===== src/rtl/mcode_map.svh =====
// register offsets, command codes, field positions and counts
// assumes a 32-bit register bus with one word per register
`ifndef MCODE_MAP_SVH
`define MCODE_MAP_SVH

// ----------------------------------------------------------------
// register byte offsets
// ----------------------------------------------------------------
`define OFS_CMD         8'h00
`define OFS_COUNT       8'h04
`define OFS_LBA         8'h08
`define OFS_DATA        8'h0c
`define OFS_CTRL        8'h10
`define OFS_STAT        8'h14

// ----------------------------------------------------------------
// command and subcommand codes
// ----------------------------------------------------------------
`define OPC_DOWNLOAD    8'h92
`define SUB_OFS_SAVE    8'h03
`define SUB_SAVE        8'h07
`define SUB_OFS_DEFER   8'h0e
`define SUB_ACTIVATE    8'h0f

// ----------------------------------------------------------------
// field positions
// ----------------------------------------------------------------
`define LBA_OFS_MSB     23
`define LBA_OFS_LSB     8
`define LBA_CNTHI_MSB   7
`define ERR_ABORT_BIT   2
`define ERR_UNC_BIT     6
`define STS_ERR_BIT     0
`define STS_DRQ_BIT     3
`define STS_BSY_BIT     7
`define STAT_PEND_BIT   16
`define CTRL_LOCK_BIT   0
`define CTRL_NOSPIN_BIT 1
`define CTRL_RFAIL_BIT  2
`define CTRL_SIZE_MSB   31
`define CTRL_SIZE_LSB   16

// ----------------------------------------------------------------
// reset values and counts
// ----------------------------------------------------------------
`define CTRL_RESET      32'h0000_0000
`define BLK_LAST_WORD   7'h7f
`define HSIZE_WORD      3'h2

`endif


===== src/rtl/mcode_pkg.sv =====
// types used by the download handler for its command sequencer
// assumes nothing of its surroundings
`default_nettype none

package mcode_pkg;

	typedef enum logic [2:0] {
		ST_IDLE   = 3'b001,
		ST_XFER   = 3'b010,
		ST_FINISH = 3'b100
	} cmd_state_e;

endpackage

`default_nettype wire


===== src/rtl/img_if.sv =====
// carrier between the command handler and the image checker
// assumes both ends share one clock
`timescale 1ns/1ns
`default_nettype none

interface img_if;
	logic        clear;
	logic        restart;
	logic        word_valid;
	logic [31:0] word;
	logic [31:0] sum;
	logic        block_done;

	modport mgr (output clear, output restart, output word_valid, output word,
		input sum, input block_done);
	modport chk (input clear, input restart, input word_valid, input word,
		output sum, output block_done);
endinterface

`default_nettype wire


===== src/rtl/mcode_handler.sv =====
// firmware-download command handler with an AHB-Lite register slave
// assumes one AHB-Lite master, word transfers, one clock
//
// Chosen here: the AHB-Lite register port and the address map.
`timescale 1ns/1ns
`default_nettype none
`include "mcode_map.svh"

// Notes on behaviour
// - only opcode 92h is taken as the download command
// - block count is number-byte high, count-byte low
// - buffer offset is address bits 23:8, count high byte bits 7:0
// - offset is checked only for subcommands 03h and 0Eh
// - a zero block count finishes at once with no data
// - offset counts 512-byte blocks from image start
// - offset not equal previous end aborts and discards the image
// - final segment is verified, then the image is saved
// - subcommands 03h and 07h activate at once after the last segment
// - subcommand 0Eh stores the verified image as pending only
// - pending image activates only on subcommand 0Fh
// - reset before the final segment drops all received data
// - reset drops a stored image that was not activated
// - abort on an undefined subcommand or while security locked
// - uncorrectable when a 03h/07h image fails verification or a requested reload fails
// - with spin-up disabled, spin down after a reload
module mcode_handler (
	input  wire logic        clk,
	input  wire logic        rstn,
	input  wire logic        hsel,
	input  wire logic [31:0] haddr,
	input  wire logic [1:0]  htrans,
	input  wire logic        hwrite,
	input  wire logic [2:0]  hsize,
	input  wire logic        hready,
	input  wire logic [31:0] hwdata,
	output logic      [31:0] hrdata,
	output logic             hreadyout,
	output logic             hresp,
	output logic             fw_activate,
	output logic             spin_down,
	output logic             cmd_done
);

	// ----------------------------------------------------------------
	// address decode
	// ----------------------------------------------------------------
	function automatic logic reg_hit(input logic [31:0] a, input logic [7:0] ofs);
		reg_hit = (a[31:8] == 24'h00_0000) && (a[7:0] == ofs);
	endfunction

	mcode_pkg::cmd_state_e state;

	logic        wr_pend;
	logic [31:0] wr_addr;
	logic [7:0]  count_reg;
	logic [27:0] lba_reg;
	logic [31:0] ctrl_reg;
	logic [7:0]  sub;
	logic [15:0] rem;
	logic [15:0] expect_ofs;
	logic [15:0] seg_stop;
	logic        seg_final;
	logic        pending;
	logic [7:0]  err_reg;
	logic        status_err;

	img_if img ();

	img_checker u_chk (
		.clk  (clk),
		.rstn (rstn),
		.img  (img.chk)
	);

	// ----------------------------------------------------------------
	// command decode
	// ----------------------------------------------------------------
	wire        acc       = hsel & hready & htrans[1];
	wire        go        = wr_pend & reg_hit(wr_addr, `OFS_CMD) &
		(state == mcode_pkg::ST_IDLE);
	wire [7:0]  go_opc    = hwdata[7:0];
	wire [7:0]  go_sub    = hwdata[15:8];
	wire [15:0] blocks    = {lba_reg[`LBA_CNTHI_MSB:0], count_reg};
	wire [15:0] offs      = lba_reg[`LBA_OFS_MSB:`LBA_OFS_LSB];
	wire [16:0] seg_end   = {1'b0, offs} + {1'b0, blocks};
	wire        sub_07    = (go_sub == `SUB_SAVE);
	wire        sub_0f    = (go_sub == `SUB_ACTIVATE);
	wire        ofs_mode  = (go_sub == `SUB_OFS_SAVE) |
		(go_sub == `SUB_OFS_DEFER);
	wire        sub_ok    = ofs_mode | sub_07 | sub_0f;
	wire        locked    = ctrl_reg[`CTRL_LOCK_BIT];
	wire        bad_cmd   = (go_opc != `OPC_DOWNLOAD) | ~sub_ok | locked;
	wire        ofs_bad   = ofs_mode & (offs != expect_ofs);
	wire        act_bad   = sub_0f & ~pending;
	wire        verify_ok = (img.sum == 32'h0000_0000);
	wire        rfail     = ctrl_reg[`CTRL_RFAIL_BIT];
	wire        nospin    = ctrl_reg[`CTRL_NOSPIN_BIT];
	wire [16:0] img_size  = {1'b0, ctrl_reg[`CTRL_SIZE_MSB:`CTRL_SIZE_LSB]};
	wire        fin_now   = (state == mcode_pkg::ST_FINISH) & seg_final;
	wire        fin_defer = fin_now & (sub == `SUB_OFS_DEFER);
	// causes of a reload, sampled one cycle back by the checks
	wire        fin_imm   = fin_now & ~fin_defer;
	wire        act_req   = go & sub_0f;

	// ----------------------------------------------------------------
	// image checker feed
	// ----------------------------------------------------------------
	assign img.word_valid = wr_pend & reg_hit(wr_addr, `OFS_DATA) &
		(state == mcode_pkg::ST_XFER);
	assign img.word       = hwdata;
	assign img.restart    = go;
	// new image, or discard of a broken one
	assign img.clear      = go & ~bad_cmd &
		(sub_07 | (ofs_mode & (ofs_bad | (offs == 16'h0000))));

	// ----------------------------------------------------------------
	// bus slave: address phase capture and read data
	// ----------------------------------------------------------------
	always_ff @(posedge clk or negedge rstn) begin
		if (!rstn) begin
			wr_pend <= 1'b0;
			wr_addr <= 32'h0000_0000;
		end else begin
			wr_pend <= acc & hwrite & (hsize == `HSIZE_WORD);
			wr_addr <= haddr;
		end
	end

	always_ff @(posedge clk or negedge rstn) begin
		if (!rstn) begin
			hreadyout <= 1'b0;
			hresp     <= 1'b0;
		end else begin
			hreadyout <= 1'b1;
			hresp     <= 1'b0;
		end
	end

	always_ff @(posedge clk or negedge rstn) begin
		if (!rstn) begin
			hrdata <= 32'h0000_0000;
		end else if (acc & ~hwrite) begin
			if (reg_hit(haddr, `OFS_CMD)) begin
				hrdata <= {expect_ofs, sub, `OPC_DOWNLOAD};
			end else if (reg_hit(haddr, `OFS_COUNT)) begin
				hrdata <= {24'h00_0000, count_reg};
			end else if (reg_hit(haddr, `OFS_LBA)) begin
				hrdata <= {4'h0, lba_reg};
			end else if (reg_hit(haddr, `OFS_CTRL)) begin
				hrdata <= ctrl_reg;
			end else if (reg_hit(haddr, `OFS_STAT)) begin
				hrdata <= {15'h0000, pending, err_reg,
					(state == mcode_pkg::ST_FINISH), 3'h0,
					(state == mcode_pkg::ST_XFER), 2'h0, status_err};
			end else begin
				hrdata <= 32'h0000_0000;
			end
		end
	end

	// ----------------------------------------------------------------
	// task file and control registers
	// ----------------------------------------------------------------
	always_ff @(posedge clk or negedge rstn) begin
		if (!rstn) begin
			count_reg <= 8'h00;
			lba_reg   <= 28'h000_0000;
			ctrl_reg  <= `CTRL_RESET;
		end else if (wr_pend) begin
			if (reg_hit(wr_addr, `OFS_COUNT)) begin
				count_reg <= hwdata[7:0];
			end
			if (reg_hit(wr_addr, `OFS_LBA)) begin
				lba_reg <= hwdata[27:0];
			end
			if (reg_hit(wr_addr, `OFS_CTRL)) begin
				ctrl_reg <= hwdata;
			end
		end
	end

	// ----------------------------------------------------------------
	// command sequencer
	// ----------------------------------------------------------------
	// async reset clears pending and expected offset: image is lost
	always_ff @(posedge clk or negedge rstn) begin
		if (!rstn) begin
			state       <= mcode_pkg::ST_IDLE;
			sub         <= 8'h00;
			rem         <= 16'h0000;
			seg_stop    <= 16'h0000;
			seg_final   <= 1'b0;
			expect_ofs  <= 16'h0000;
			pending     <= 1'b0;
			err_reg     <= 8'h00;
			status_err  <= 1'b0;
			cmd_done    <= 1'b0;
			fw_activate <= 1'b0;
			spin_down   <= 1'b0;
		end else begin
			cmd_done    <= 1'b0;
			fw_activate <= 1'b0;
			spin_down   <= 1'b0;
			case (state)
				mcode_pkg::ST_IDLE: begin
					if (go) begin
						sub        <= go_sub;
						rem        <= blocks;
						seg_stop   <= seg_end[15:0];
						seg_final  <= sub_07 | (seg_end >= img_size);
						err_reg    <= 8'h00;
						status_err <= 1'b0;
						if (bad_cmd | act_bad) begin
							err_reg[`ERR_ABORT_BIT] <= 1'b1;
							status_err              <= 1'b1;
							cmd_done                <= 1'b1;
						end else if (ofs_bad) begin
							err_reg[`ERR_ABORT_BIT] <= 1'b1;
							status_err              <= 1'b1;
							expect_ofs              <= 16'h0000;
							cmd_done                <= 1'b1;
						end else if (sub_0f) begin
							pending  <= 1'b0;
							cmd_done <= 1'b1;
							if (rfail) begin
								err_reg[`ERR_UNC_BIT] <= 1'b1;
								status_err            <= 1'b1;
							end else begin
								fw_activate <= 1'b1;
								spin_down   <= nospin;
							end
						end else if (blocks == 16'h0000) begin
							cmd_done <= 1'b1;
						end else begin
							state <= mcode_pkg::ST_XFER;
						end
					end
				end
				mcode_pkg::ST_XFER: begin
					if (img.block_done) begin
						rem <= rem - 16'h0001;
						if (rem == 16'h0001) begin
							state <= mcode_pkg::ST_FINISH;
						end
					end
				end
				mcode_pkg::ST_FINISH: begin
					state    <= mcode_pkg::ST_IDLE;
					cmd_done <= 1'b1;
					if (!seg_final) begin
						expect_ofs <= seg_stop;
					end else begin
						expect_ofs <= 16'h0000;
						if (sub == `SUB_OFS_DEFER) begin
							if (verify_ok) begin
								pending <= 1'b1;
							end else begin
								err_reg[`ERR_ABORT_BIT] <= 1'b1;
								status_err              <= 1'b1;
							end
						end else if (verify_ok & ~rfail) begin
							pending     <= 1'b0;
							fw_activate <= 1'b1;
							spin_down   <= nospin;
						end else begin
							err_reg[`ERR_UNC_BIT] <= 1'b1;
							status_err            <= 1'b1;
						end
					end
				end
				default: begin
					state <= mcode_pkg::ST_IDLE;
				end
			endcase
		end
	end
endmodule

`default_nettype wire


===== src/rtl/img_checker.sv =====
// image checker: word-in-block count and running image checksum
// assumes words arrive one per cycle at most, from the handler
`timescale 1ns/1ns
`default_nettype none
`include "mcode_map.svh"

module img_checker (
	input wire logic clk,
	input wire logic rstn,
	img_if.chk       img
);
	logic [6:0] word_idx;

	// ----------------------------------------------------------------
	// position inside the current 512-byte block
	// ----------------------------------------------------------------
	always_ff @(posedge clk or negedge rstn) begin
		if (!rstn) begin
			word_idx <= 7'h00;
		end else if (img.restart) begin
			word_idx <= 7'h00;
		end else if (img.word_valid) begin
			word_idx <= word_idx + 7'h01;
		end
	end

	always_ff @(posedge clk or negedge rstn) begin
		if (!rstn) begin
			img.block_done <= 1'b0;
		end else begin
			img.block_done <= img.word_valid & ~img.restart &
				(word_idx == `BLK_LAST_WORD);
		end
	end

	// ----------------------------------------------------------------
	// checksum over the whole image, kept across segments
	// ----------------------------------------------------------------
	always_ff @(posedge clk or negedge rstn) begin
		if (!rstn) begin
			img.sum <= 32'h0000_0000;
		end else if (img.clear) begin
			img.sum <= 32'h0000_0000;
		end else if (img.word_valid) begin
			img.sum <= img.sum + img.word;
		end
	end
endmodule

`default_nettype wire


===== config.mk =====
export PLATFORM = sky130hd
export DESIGN_NAME = mcode_handler
export DESIGN_NICKNAME = d
export VERILOG_FILES = /design/src/rtl/mcode_pkg.sv /design/src/rtl/img_if.sv /design/src/rtl/mcode_handler.sv /design/src/rtl/img_checker.sv
export VERILOG_INCLUDE_DIRS = /design/src /design/src/rtl
export SDC_FILE = /design/constraint.sdc
export NUM_CORES = 1
export LEC_CHECK = 0
export BUFFER_PORTS_ARGS = -buffer_cell sky130_fd_sc_hd__clkbuf_2
export CORE_ASPECT_RATIO = 1.75
export CORE_MARGIN = 5
export CORE_UTILIZATION = 33
export CTS_CLUSTER_DIAMETER = 120
export DETAILED_ROUTE_END_ITERATION = 10
export HOLD_SLACK_MARGIN = 0.05
export SLEW_MARGIN = 20
export SYNTH_ARGS = -nofsm -noshare
export SYNTH_HDL_FRONTEND = slang
export SYNTH_HIERARCHICAL = 1
export SYNTH_SLANG_ARGS = --single-unit

===== constraint.sdc =====
create_clock -name clk -period 3.8 [get_ports clk]
set_clock_uncertainty 0.1 [all_clocks]
set_input_delay 0.95 -clock clk [delete_from_list [all_inputs] [get_ports clk]]
set_output_delay 0.95 -clock clk [all_outputs]
set_load 0.02 [all_outputs]

==> out/metrics.csv, run 1 <==
metric;value;unit
status;completed;
Ys Warns;6;
Leakage;7.41;nW
RSZ-0062 raised after global routing;false;
DRC errors left;0;
CTS tree;built;
Finished Cell Area;15900;µm²
die height;276;µm
gr busiest metal;met2;
max_cap viols;0;
clock sink count;241;
die area;44600;µm²
Max Slew Vio Count;0;
total gr overflow;0;
vias in the first global route;11896;
minimum clock period;3590;ps
mapped cell area;13300;µm²
CP endpoint kind;flop;
Reg-to-Reg Start;lba_reg[0]$_DFFE_PN0P_;
crit share post-route;94.5;%
area post-placement;15000;µm²
relative slew slack;32.3;%
Synth Flop Type;dfrtp_1;
n_diodes;0;
clock-pin slew of the registers on the worst-case setup and hold paths;70;ps
Max clock buf depth;3;
gp weighted congestion;0.935;
CP Capture Point;seg_final$_DFFE_PN0P_;
PwrDens;375;nW/µm²
vias;11318;
grt met1 use;20.3;%
Post-Syn Instances;1362;
Routed Antenna Nets;0;
Mean Syn Cell Area;9.78;µm²
Rows;97;
reg2reg setup slack;210;ps
Mapped Nets;1504;
Min Hold Slack;314;ps
CORE AREA;39900;µm²
final WL;43400;µm
post-DP HPWL;32800;µm
fraction of layout cells with a size suffix above 1;22.0;%
Seq/Total Area, Yosys;45.3;%
commonest non-fill, non-tap cell in the layout;dfrtp_1;
starting density of the core;33.4;%
grt met3 use;2.11;%
first-pass GRT wire length;66800;µm
root buffer cell;clkbuf_16;
number of I/O port buffers;108;
Startpoint Class;flop;
Final setup viols;0;
GR Util All Layers;19.1;%
CP required;4130;ps
# fillers;3934;
met2 Usage GRT;36.1;%
initial antenna violation count;0;
Nets;1665;
Routed wire per std cell;21.3;µm
Setup crit start;lba_reg[0]$_DFFE_PN0P_;
final hold viol count;0;
Die X;162;µm
Avg Vias per Cell;5.56;
# hold bufs at CTS;0;
commonest non-fill, non-tap cells in the layout;240 x dfrtp_1, 156 x nand2_1, 108 x nor2_1;
Peak VDD IR;0.000229;V
worst min-delay path class;input port to async pin;
# IOs;111;
Worst EP arrival;3920;ps
clock latency on the worst-skew pair;560;ps
FF-to-FF path depth;13;
Layout Area Growth over Synthesis;19.1;%
Post-synth EDFFs;0;
asr flop ratio synth;100;%
Synth Register Bits;241;
Detailed Route Iter0 Violations;858;
drt first pass iters;5;
crit path max fanout;3;
CTS buffer count;25;
actual slew at the worst max-slew pin;1020;ps
H-tree levels;1;
Reg-to-Reg End;seg_final$_DFFE_PN0P_;
FMAX;278;MHz
Setup CP Type;flop to flop;
Yosys cell types;88;
largest net degree at the start of global routing;84;
critical path, cell delays in order, from the launching register on:
cell	delay, ps
dfrtp_1	450
ha_1	360
and3_1	210
or4_1	520
o31ai_2	260
o211ai_1	180
a21oi_1	210
xnor2_1	160
ha_1	280
a21o_1	170
a211oi_2	270
nand3_1	100
nor2_1	90
a31oi_1	90
cell usage after synthesis (all sizes together), types with 3 or more instances:
master / n / area (µm²)
mux2: 59 / 664
a211o: 8 / 71.3
nand2: 156 / 586
o31ai: 7 / 66.3
o21ai: 71 / 359
or4: 8 / 63.8
a221oi: 8 / 76.3
o21a: 7 / 52.6
nor2b: 11 / 68.8
a32o: 3 / 30.0
nor4b: 3 / 32.5
nand2b: 6 / 37.5
xor2: 34 / 298
a21o: 36 / 279
nor3: 24 / 130
inv: 39 / 146
xnor2: 24 / 210
a41oi: 3 / 26.3
clkbuf: 57 / 238
a22o: 5 / 43.8
a31oi: 8 / 50.1
a2111oi: 3 / 32.5
or3: 7 / 43.8
buf: 9 / 65.1
a21oi: 70 / 373
and4: 4 / 35.0
and3: 8 / 50.1
a211oi: 10 / 75.1
o21bai: 3 / 22.5
o2bb2ai: 3 / 26.3
mux2i: 25 / 250
a22oi: 36 / 270
nor3b: 4 / 30.0
and2: 4 / 26.3
nor2: 110 / 413
nand4: 18 / 113
o311ai: 3 / 26.3
o211ai: 25 / 188
nand3: 49 / 245
nor4: 49 / 313
or2: 8 / 52.6
dfrtp: 240 / 6010
ha: 66 / 826
metal layers:
layer | up-vias | wire length [µm]
met2 | 314 | 23200
met5 | - | 0
met1 | 5591 | 16000
met3 | 127 | 1590
li1 | 5286 | -
met4 | 0 | 2640
report_power, final:
| group | total (mW) | switching [mW] | internal (mW) |
|---|---|---|---|
| Sequential | 2.68 | 0.0511 | 2.63 |
| Clock | 2.70 | 1.16 | 1.55 |
| Combinational | 0.565 | 0.346 | 0.219 |
area by class of cell:
class / instances / area, µm² / area share [%]
repair buffers: 200 / 1270 / 7.98
well taps: 495 / 619 / 3.90
multi-input cells: 1015 / 6900 / 43.5
inverters: 40 / 150 / 0.946
flip-flops and latches: 241 / 6030 / 38.0
clock inverters: 19 / 244 / 1.54
clock buffers: 27 / 653 / 4.12
metrics by stage:
| step | util [%] | setup WS, ps | std cells | setup TNS, ps | power, mW |
|---|---|---|---|---|---|
| after floorplan | - | 317 | 1362 | 0 | 2.99 |
| after global placement | 37.4 | -138 | 1991 | -473 | 3.28 |
| after detailed placement | 37.4 | -145 | 1991 | -541 | 3.29 |
| after CTS | 39.7 | 26.6 | 2037 | 0 | 6.02 |
| after global routing | 39.7 | 19.7 | 2037 | 0 | 6.15 |
| final | 39.7 | 209 | 2037 | 0 | 5.94 |
how the worst min path moves through the flow:
stage / slack (ps) / end / cells after the start / start
finish: 310 / u_chk/img.sum[0]$_DFFE_PN0P_ / 1 / rstn
global placement: 350 / seg_stop[3]$_DFFE_PN0P_ / 2 / seg_stop[3]$_DFFE_PN0P_
CTS: 320 / u_chk/img.sum[6]$_DFFE_PN0P_ / 1 / rstn
global route: 360 / u_chk/img.sum[6]$_DFFE_PN0P_ / 1 / rstn
detailed placement: 360 / seg_stop[10]$_DFFE_PN0P_ / 2 / seg_stop[10]$_DFFE_PN0P_
floorplan: 340 / seg_stop[10]$_DFFE_PN0P_ / 2 / seg_stop[10]$_DFFE_PN0P_
cell families after synthesis:
family	share of synthesized area, %
AOI/OAI and AO/OA	16.6
xor gates and xnor gates	3.81
adders and majority gates	6.50
buffers and inverters	3.40
DFF	45.3
muxes	6.87
other	0.0564
and+or+nand+nor	17.5
repair_timing:
| item | 4_1_cts | 5_1_grt |
|---|---|---|
| resized for setup | 0 | 4 |
| setup endpoints to repair | 0 | 1 |
| setup buffers | 0 | 0 |
No activity file was read; power rests on OpenSTA's default activity.
==> inputs of run 2 (changes only) <==
Settings changed: CORE_MARGIN 5 to 1.5, PLACE_DENSITY_LB_ADDON set to 0.15.
Clock period 3.8 ns to 4 ns, I/O delays scaled along.
==> run 2 against run 1 <==
Effect of this change:
- core utilization shrank 0.22 points
- register-to-register slack gained 160 ps
- sequential share of layout area grew 0.21 points
- power shrank 2.1%
- via count shrank 1.4%
- global-route usage grew 2.4 points
- design area shrank 0.56%
- critical endpoint is now u_chk/img.sum[30]$_DFFE_PN0P_
- combinational power shrank 8.5%
==> out/metrics.csv, run 2 (synthesized netlist as in run 1, its figures left out) <==
metric;value;unit;change
Routed Antenna Nets;0;;unchanged
PwrDens;369;nW/µm²;was 375 nW/µm²
Detailed Route Iter0 Violations;586;;was 858
Reg-to-Reg Start;lba_reg[0]$_DFFE_PN0P_;;unchanged
Nets;1644;;was 1665
setup bufs post-CTS;0;;unchanged
number of I/O port buffers;108;;unchanged
final WL;44200;µm;was 43400 µm
commonest non-fill, non-tap cells in the layout;240 x dfrtp_1, 156 x nand2_1, 108 x nor2_1;;unchanged
Leakage;7.35;nW;was 7.41 nW
critical path's largest stage delay;540;ps;was 520 ps
Max Slew Vio Count;0;;unchanged
Routed wire per std cell;21.9;µm;was 21.3 µm
die area;41600;µm²;was 44600 µm²
FMAX;269;MHz;
Reg-to-Reg End;seg_final$_DFFE_PN0P_;;unchanged
initial antenna violation count;0;;unchanged
Min Hold Slack;370;ps;was 314 ps
status;completed;;unchanged
clock sink count;241;;unchanged
starting density of the core;33.4;%;unchanged
cell mode on critical path;buf_4;;was ha_1
die height;269;µm;was 276 µm
CTS buffer count;26;;was 25
max_cap viols;0;;unchanged
crit-path cells;clkbuf_2 > ha_1 > inv_1 > fa_1 > nor2b_1 > o21a_1 > o211ai_1 > buf_4 > a2111oi_2 > buf_4 > nor3_2 > o31ai_4 > nand3_1 > a2111oi_0 > a211o_1;;was ha_1 > and3_1 > or4_1 > o31ai_2 > o211ai_1 > a21oi_1 > xnor2_1 > ha_1 > a21o_1 > a211oi_2 > nand3_1 > nor2_1 > a31oi_1
total gr overflow;0;;unchanged
# IOs;111;;unchanged
reg2reg setup slack;370;ps;was 210 ps
actual slew at the worst max-slew pin;883;ps;was 1020 ps
vias in the first global route;11500;;was 11896
Avg Vias per Cell;5.54;;was 5.56
crit path max fanout;3;;unchanged
CTS tree;built;;unchanged
Hold Startpoint;seg_stop[4]$_DFFE_PN0P_;;
commonest non-fill, non-tap cell in the layout;dfrtp_1;;unchanged
vias;11160;;was 11318
clock-pin slew of the registers on the worst-case setup and hold paths;60;ps;was 70 ps
Rows;97;;unchanged
drt first pass iters;5;;unchanged
CP required;4390;ps;was 4130 ps
GR Util All Layers;21.5;%;was 19.1%
hold depth;2;;
crit share post-route;93.0;%;
# fillers;3929;;was 3934
Startpoint Class;input port;;was flop
slowest CP cell;a2111oi_2;;was or4_1
Final setup viols;0;;unchanged
H-tree levels;1;;unchanged
worst min-delay path class;flop to flop;;was input port to async pin
Finished Cell Area;15800;µm²;was 15900 µm²
post-DP HPWL;32600;µm;was 32800 µm
root buffer cell;clkbuf_16;;unchanged
Layout Area Growth over Synthesis;18.5;%;was 19.1%
relative slew slack;41.2;%;was 32.3%
minimum clock period;3720;ps;
Setup CP Type;input port to flop;;was flop to flop
area post-placement;14800;µm²;was 15000 µm²
Peak VDD IR;0.000295;V;was 0.000229 V
fraction of layout cells with a size suffix above 1;20.5;%;was 22.0%
CORE AREA;39900;µm²;unchanged
largest net degree at the start of global routing;103;;was 84
gp weighted congestion;0.871;;was 0.935
DRC errors left;0;;unchanged
Max clock buf depth;3;;unchanged
post-cts resize count;0;;unchanged
Die X;155;µm;was 162 µm
final hold viol count;0;;unchanged
FF-to-FF path depth;13;;unchanged
# hold bufs at CTS;0;;unchanged
CP endpoint kind;flop;;unchanged
RSZ-0062 raised after global routing;false;;unchanged
first-pass GRT wire length;68000;µm;was 66800 µm
clock latency on the worst-skew pair;560;ps;about the same
n_diodes;0;;unchanged
WHS Endpoint;seg_stop[4]$_DFFE_PN0P_;;
Worst EP arrival;4110;ps;was 3920 ps
-- run 2: cell count changes in the layout (fill, tap and decap cells not counted), moves of 2 or more --
cell / change
buf_12: +2
buf_4: -24
bufinv_16: +2
clkbuf_1: +4
clkbuf_8: +3
clkinv_4: -3
inv_6: -3
-- run 2: layout make-up --
type | count | area (µm²) | area share [%]
inverters | 40 | 150 | 0.952
clock buffers | 35 | 734 | 4.66
clock inverters | 12 | 228 | 1.44
flip-flops and latches | 241 | 6030 | 38.2
repair buffers | 178 | 1130 | 7.14
multi-input cells | 1015 | 6890 | 43.7
well taps | 495 | 619 | 3.93
-- run 2: metrics by stage --
stage / power, mW / TNS [ps] / setup WS, ps / utilization, % / instances
global route: 6.04 / 0 / 98.6 / 39.5 / 2016
finish: 5.82 / 0 / 279 / 39.5 / 2016
floorplan: 2.84 / 0 / 467 / - / 1362
CTS: 5.90 / 0 / 362 / 39.5 / 2016
global placement: 3.11 / -708 / -173 / 37.1 / 1969
detailed placement: 3.12 / -724 / -200 / 37.1 / 1969
-- run 2: worst max-delay path by stage --
stage	end	from	cells after the start	slack, ps
final	u_chk/img.sum[30]$_DFFE_PN0P_	hwdata[0]	15	280
after global routing	seg_final$_DFFE_PN0P_	lba_reg[0]$_DFFE_PN0P_	13	100
after CTS	u_chk/img.sum[30]$_DFFE_PN0P_	hwdata[0]	15	360
after detailed placement	u_chk/img.sum[30]$_DFFE_PN0P_	hwdata[0]	15	-200
after global placement	u_chk/img.sum[30]$_DFFE_PN0P_	hwdata[0]	15	-170
after floorplan	u_chk/img.sum[30]$_DFFE_PN0P_	hwdata[0]	12	470
-- run 2: report_power, final --
part | switching (mW) | leakage (nW) | total (mW) | internal (mW)
Combinational | 0.321 | 3.93 | 0.517 | 0.196
Sequential | 0.0540 | 2.95 | 2.55 | 2.50
Clock | 1.07 | 0.469 | 2.75 | 1.68
-- run 2: critical path, delay by kind of cell --
kind | cells | cell delay, ps
compound gates | 6 | 1640
buf+inv | 4 | 530
simple gates | 3 | 370
fa+ha+maj | 2 | 560
-- run 2: per-layer routing --
layer | part of all wire, % | vias to the layer above | track usage (%)
li1 | - | 5243 | -
met1 | 39 | 5559 | 23.7
met2 | 53 | 265 | 40.8
met3 | 3.6 | 93 | 2.25
met4 | 5.0 | 0 | 10.6
met5 | 0 | - | 0
==> inputs of run 3 (changes only) <==
Settings changed: CORE_ASPECT_RATIO 1.75 to unset.
==> run 3 against run 2 <==
Effect of this change:
- register-to-register slack worse by 70 ps
- sequential cell count unchanged
- fmax up 0.68%
- design area is 0.36% lower
- wire length is 5.6% lower
- worst setup slack improved by 25 ps
- combinational power shrank 2%
- sequential power about the same
==> out/metrics.csv, run 3 (synthesized netlist as in run 1, its figures left out) <==
metric;value;unit;change
final core occ;39.6;%;was 39.5%
Layout Area Growth over Synthesis;18.0;%;was 18.5%
placed cell count;1986;;was 1969
post-cts resize count;0;;unchanged
CTS tree;built;;unchanged
DRC errors left;0;;unchanged
Peak VDD IR;0.000289;V;was 0.000295 V
CTS buffer count;29;;was 26
# IOs;111;;unchanged
setup bufs post-CTS;0;;unchanged
relative slew slack;43.6;%;was 41.2%
sw frac;25.6;%;was 24.9%
largest net degree at the start of global routing;96;;was 103
minimum clock period;3700;ps;was 3720 ps
PwrDens;368;nW/µm²;was 369 nW/µm²
final hold viol count;0;;unchanged
root buffer cell;clkbuf_16;;unchanged
Final setup viols;0;;unchanged
CP required;4330;ps;was 4390 ps
clock latency on the worst-skew pair;580;ps;was 560 ps
Leakage;7.28;nW;was 7.35 nW
H-tree levels;1;;unchanged
actual slew at the worst max-slew pin;847;ps;was 883 ps
Clock power frac;47.1;%;was 47.3%
die area;41600;µm²;about the same
# hold bufs at CTS;0;;unchanged
starting density of the core;33.5;%;was 33.4%
reg2reg setup slack;300;ps;was 370 ps
setup TNS;0;ps;unchanged
CP endpoint kind;flop;;unchanged
Max Slew Vio Count;0;;unchanged
Psw;1.48;mW;was 1.45 mW
GR Util All Layers;20.5;%;was 21.5%
Die X;204;µm;was 155 µm
crit share post-route;92.4;%;was 93.0%
Max clock buf depth;3;;unchanged
Comb pwr share;8.7;%;was 8.9%
Routed wire per std cell;20.5;µm;was 21.9 µm
Non-Filler Instances;2039;;was 2016
Avg Vias per Cell;5.37;;was 5.54
Rows;73;;was 97
total gr overflow;0;;unchanged
Routed Antenna Nets;0;;unchanged
first-pass GRT wire length;65300;µm;was 68000 µm
crit path max fanout;5;;was 3
gp weighted congestion;0.884;;was 0.871
commonest non-fill, non-tap cells in the layout;240 x dfrtp_1, 156 x nand2_1, 108 x nor2_1;;unchanged
final WL;41800;µm;was 44200 µm
n_diodes;0;;unchanged
RSZ-0062 raised after global routing;false;;unchanged
Int Power;4.31;mW;was 4.37 mW
worst min-delay path class;input port to async pin;;was flop to flop
drt first pass iters;6;;was 5
clock sink count;241;;unchanged
die height;204;µm;was 269 µm
Nets;1634;;was 1644
post-DP HPWL;30200;µm;was 32600 µm
CORE AREA;39700;µm²;was 39900 µm²
status;completed;;unchanged
Design Power;5.79;mW;was 5.82 mW
max_cap viols;0;;unchanged
initial antenna violation count;1;;was 0
fraction of layout cells with a size suffix above 1;19.9;%;was 20.5%
Seq pwr share;44.1;%;was 43.8%
vias in the first global route;10880;;was 11500
number of I/O port buffers;108;;unchanged
commonest non-fill, non-tap cell in the layout;dfrtp_1;;unchanged
Startpoint Class;flop;;was input port
FMAX;271;MHz;was 269 MHz
Setup CP Type;flop to flop;;was input port to flop
vias;10955;;was 11160
Worst EP arrival;4030;ps;was 4110 ps
Detailed Route Iter0 Violations;644;;was 586
clock-pin slew of the registers on the worst-case setup and hold paths;60;ps;about the same
-- run 3: layout make-up --
type                            count  area [µm²]
Clock inverter                     11         141
Multi-Input combinational cell   1015        6890
Sequential cell                   241        6030
Timing Repair Buffer              165        1030
Tap cell                          525         657
Clock buffer                       42         825
Fill cell                        3992       24000
Inverter                           40         150
-- run 3: routing by layer --
| metal | share of wire, % | track usage [%] | up-vias |
|---|---|---|---|
| met4 | 1.6 | 4.81 | 0 |
| met2 | 46 | 32.9 | 196 |
| met1 | 49 | 29.6 | 5465 |
| met3 | 3.4 | 2.01 | 51 |
| li1 | - | - | 5243 |
| met5 | 0 | 0 | - |
-- run 3: stage by stage --
stage          cell area (µm²)  setup slack [ps]  hold WS, ps
3_3_place_gp             14800              99.7          352
3_5_place_dp             14800              64.0          357
2_1_floorplan            13300               467          339
4_1_cts                  15700               260          370
6_report                 15700               304          336
5_1_grt                  15700              92.4          400
-- run 3: worst paths after layout --
kind	startpoint	endpoint	cells past startpoint
min	rstn	lba_reg[1]$_DFFE_PN0P_	2
min reg2reg	seg_stop[3]$_DFFE_PN0P_	seg_stop[3]$_DFFE_PN0P_	2
max	lba_reg[0]$_DFFE_PN0P_	seg_final$_DFFE_PN0P_	13
min in group clk	seg_stop[3]$_DFFE_PN0P_	seg_stop[3]$_DFFE_PN0P_	2
max in group asynchronous	rstn	ctrl_reg[26]$_DFFE_PN0P_	2
max reg2reg	lba_reg[0]$_DFFE_PN0P_	seg_final$_DFFE_PN0P_	13
-- run 3: worst max-delay path, stage by stage, from the launching register on --
cell and delay (ps):
dfrtp_1 410, ha_1 370, and3_1 220, or4_1 480
o31ai_1 330, o211ai_1 200, a21oi_1 210, xnor2_1 160
ha_1 270, a21o_1 160, a211oi_1 330, nand3_1 120
nor2_1 100, a31oi_1 90
-- run 3: power by group through the flow --
stage               registers (mW)  logic, mW  clock network [mW]
global placement              2.60      0.505                   0
detailed placement            2.60      0.507                   0
CTS                           2.55      0.510                2.79
global route                  2.56      0.559                2.89
floorplan                     2.61      0.235                   0
finish                        2.55      0.505                2.73
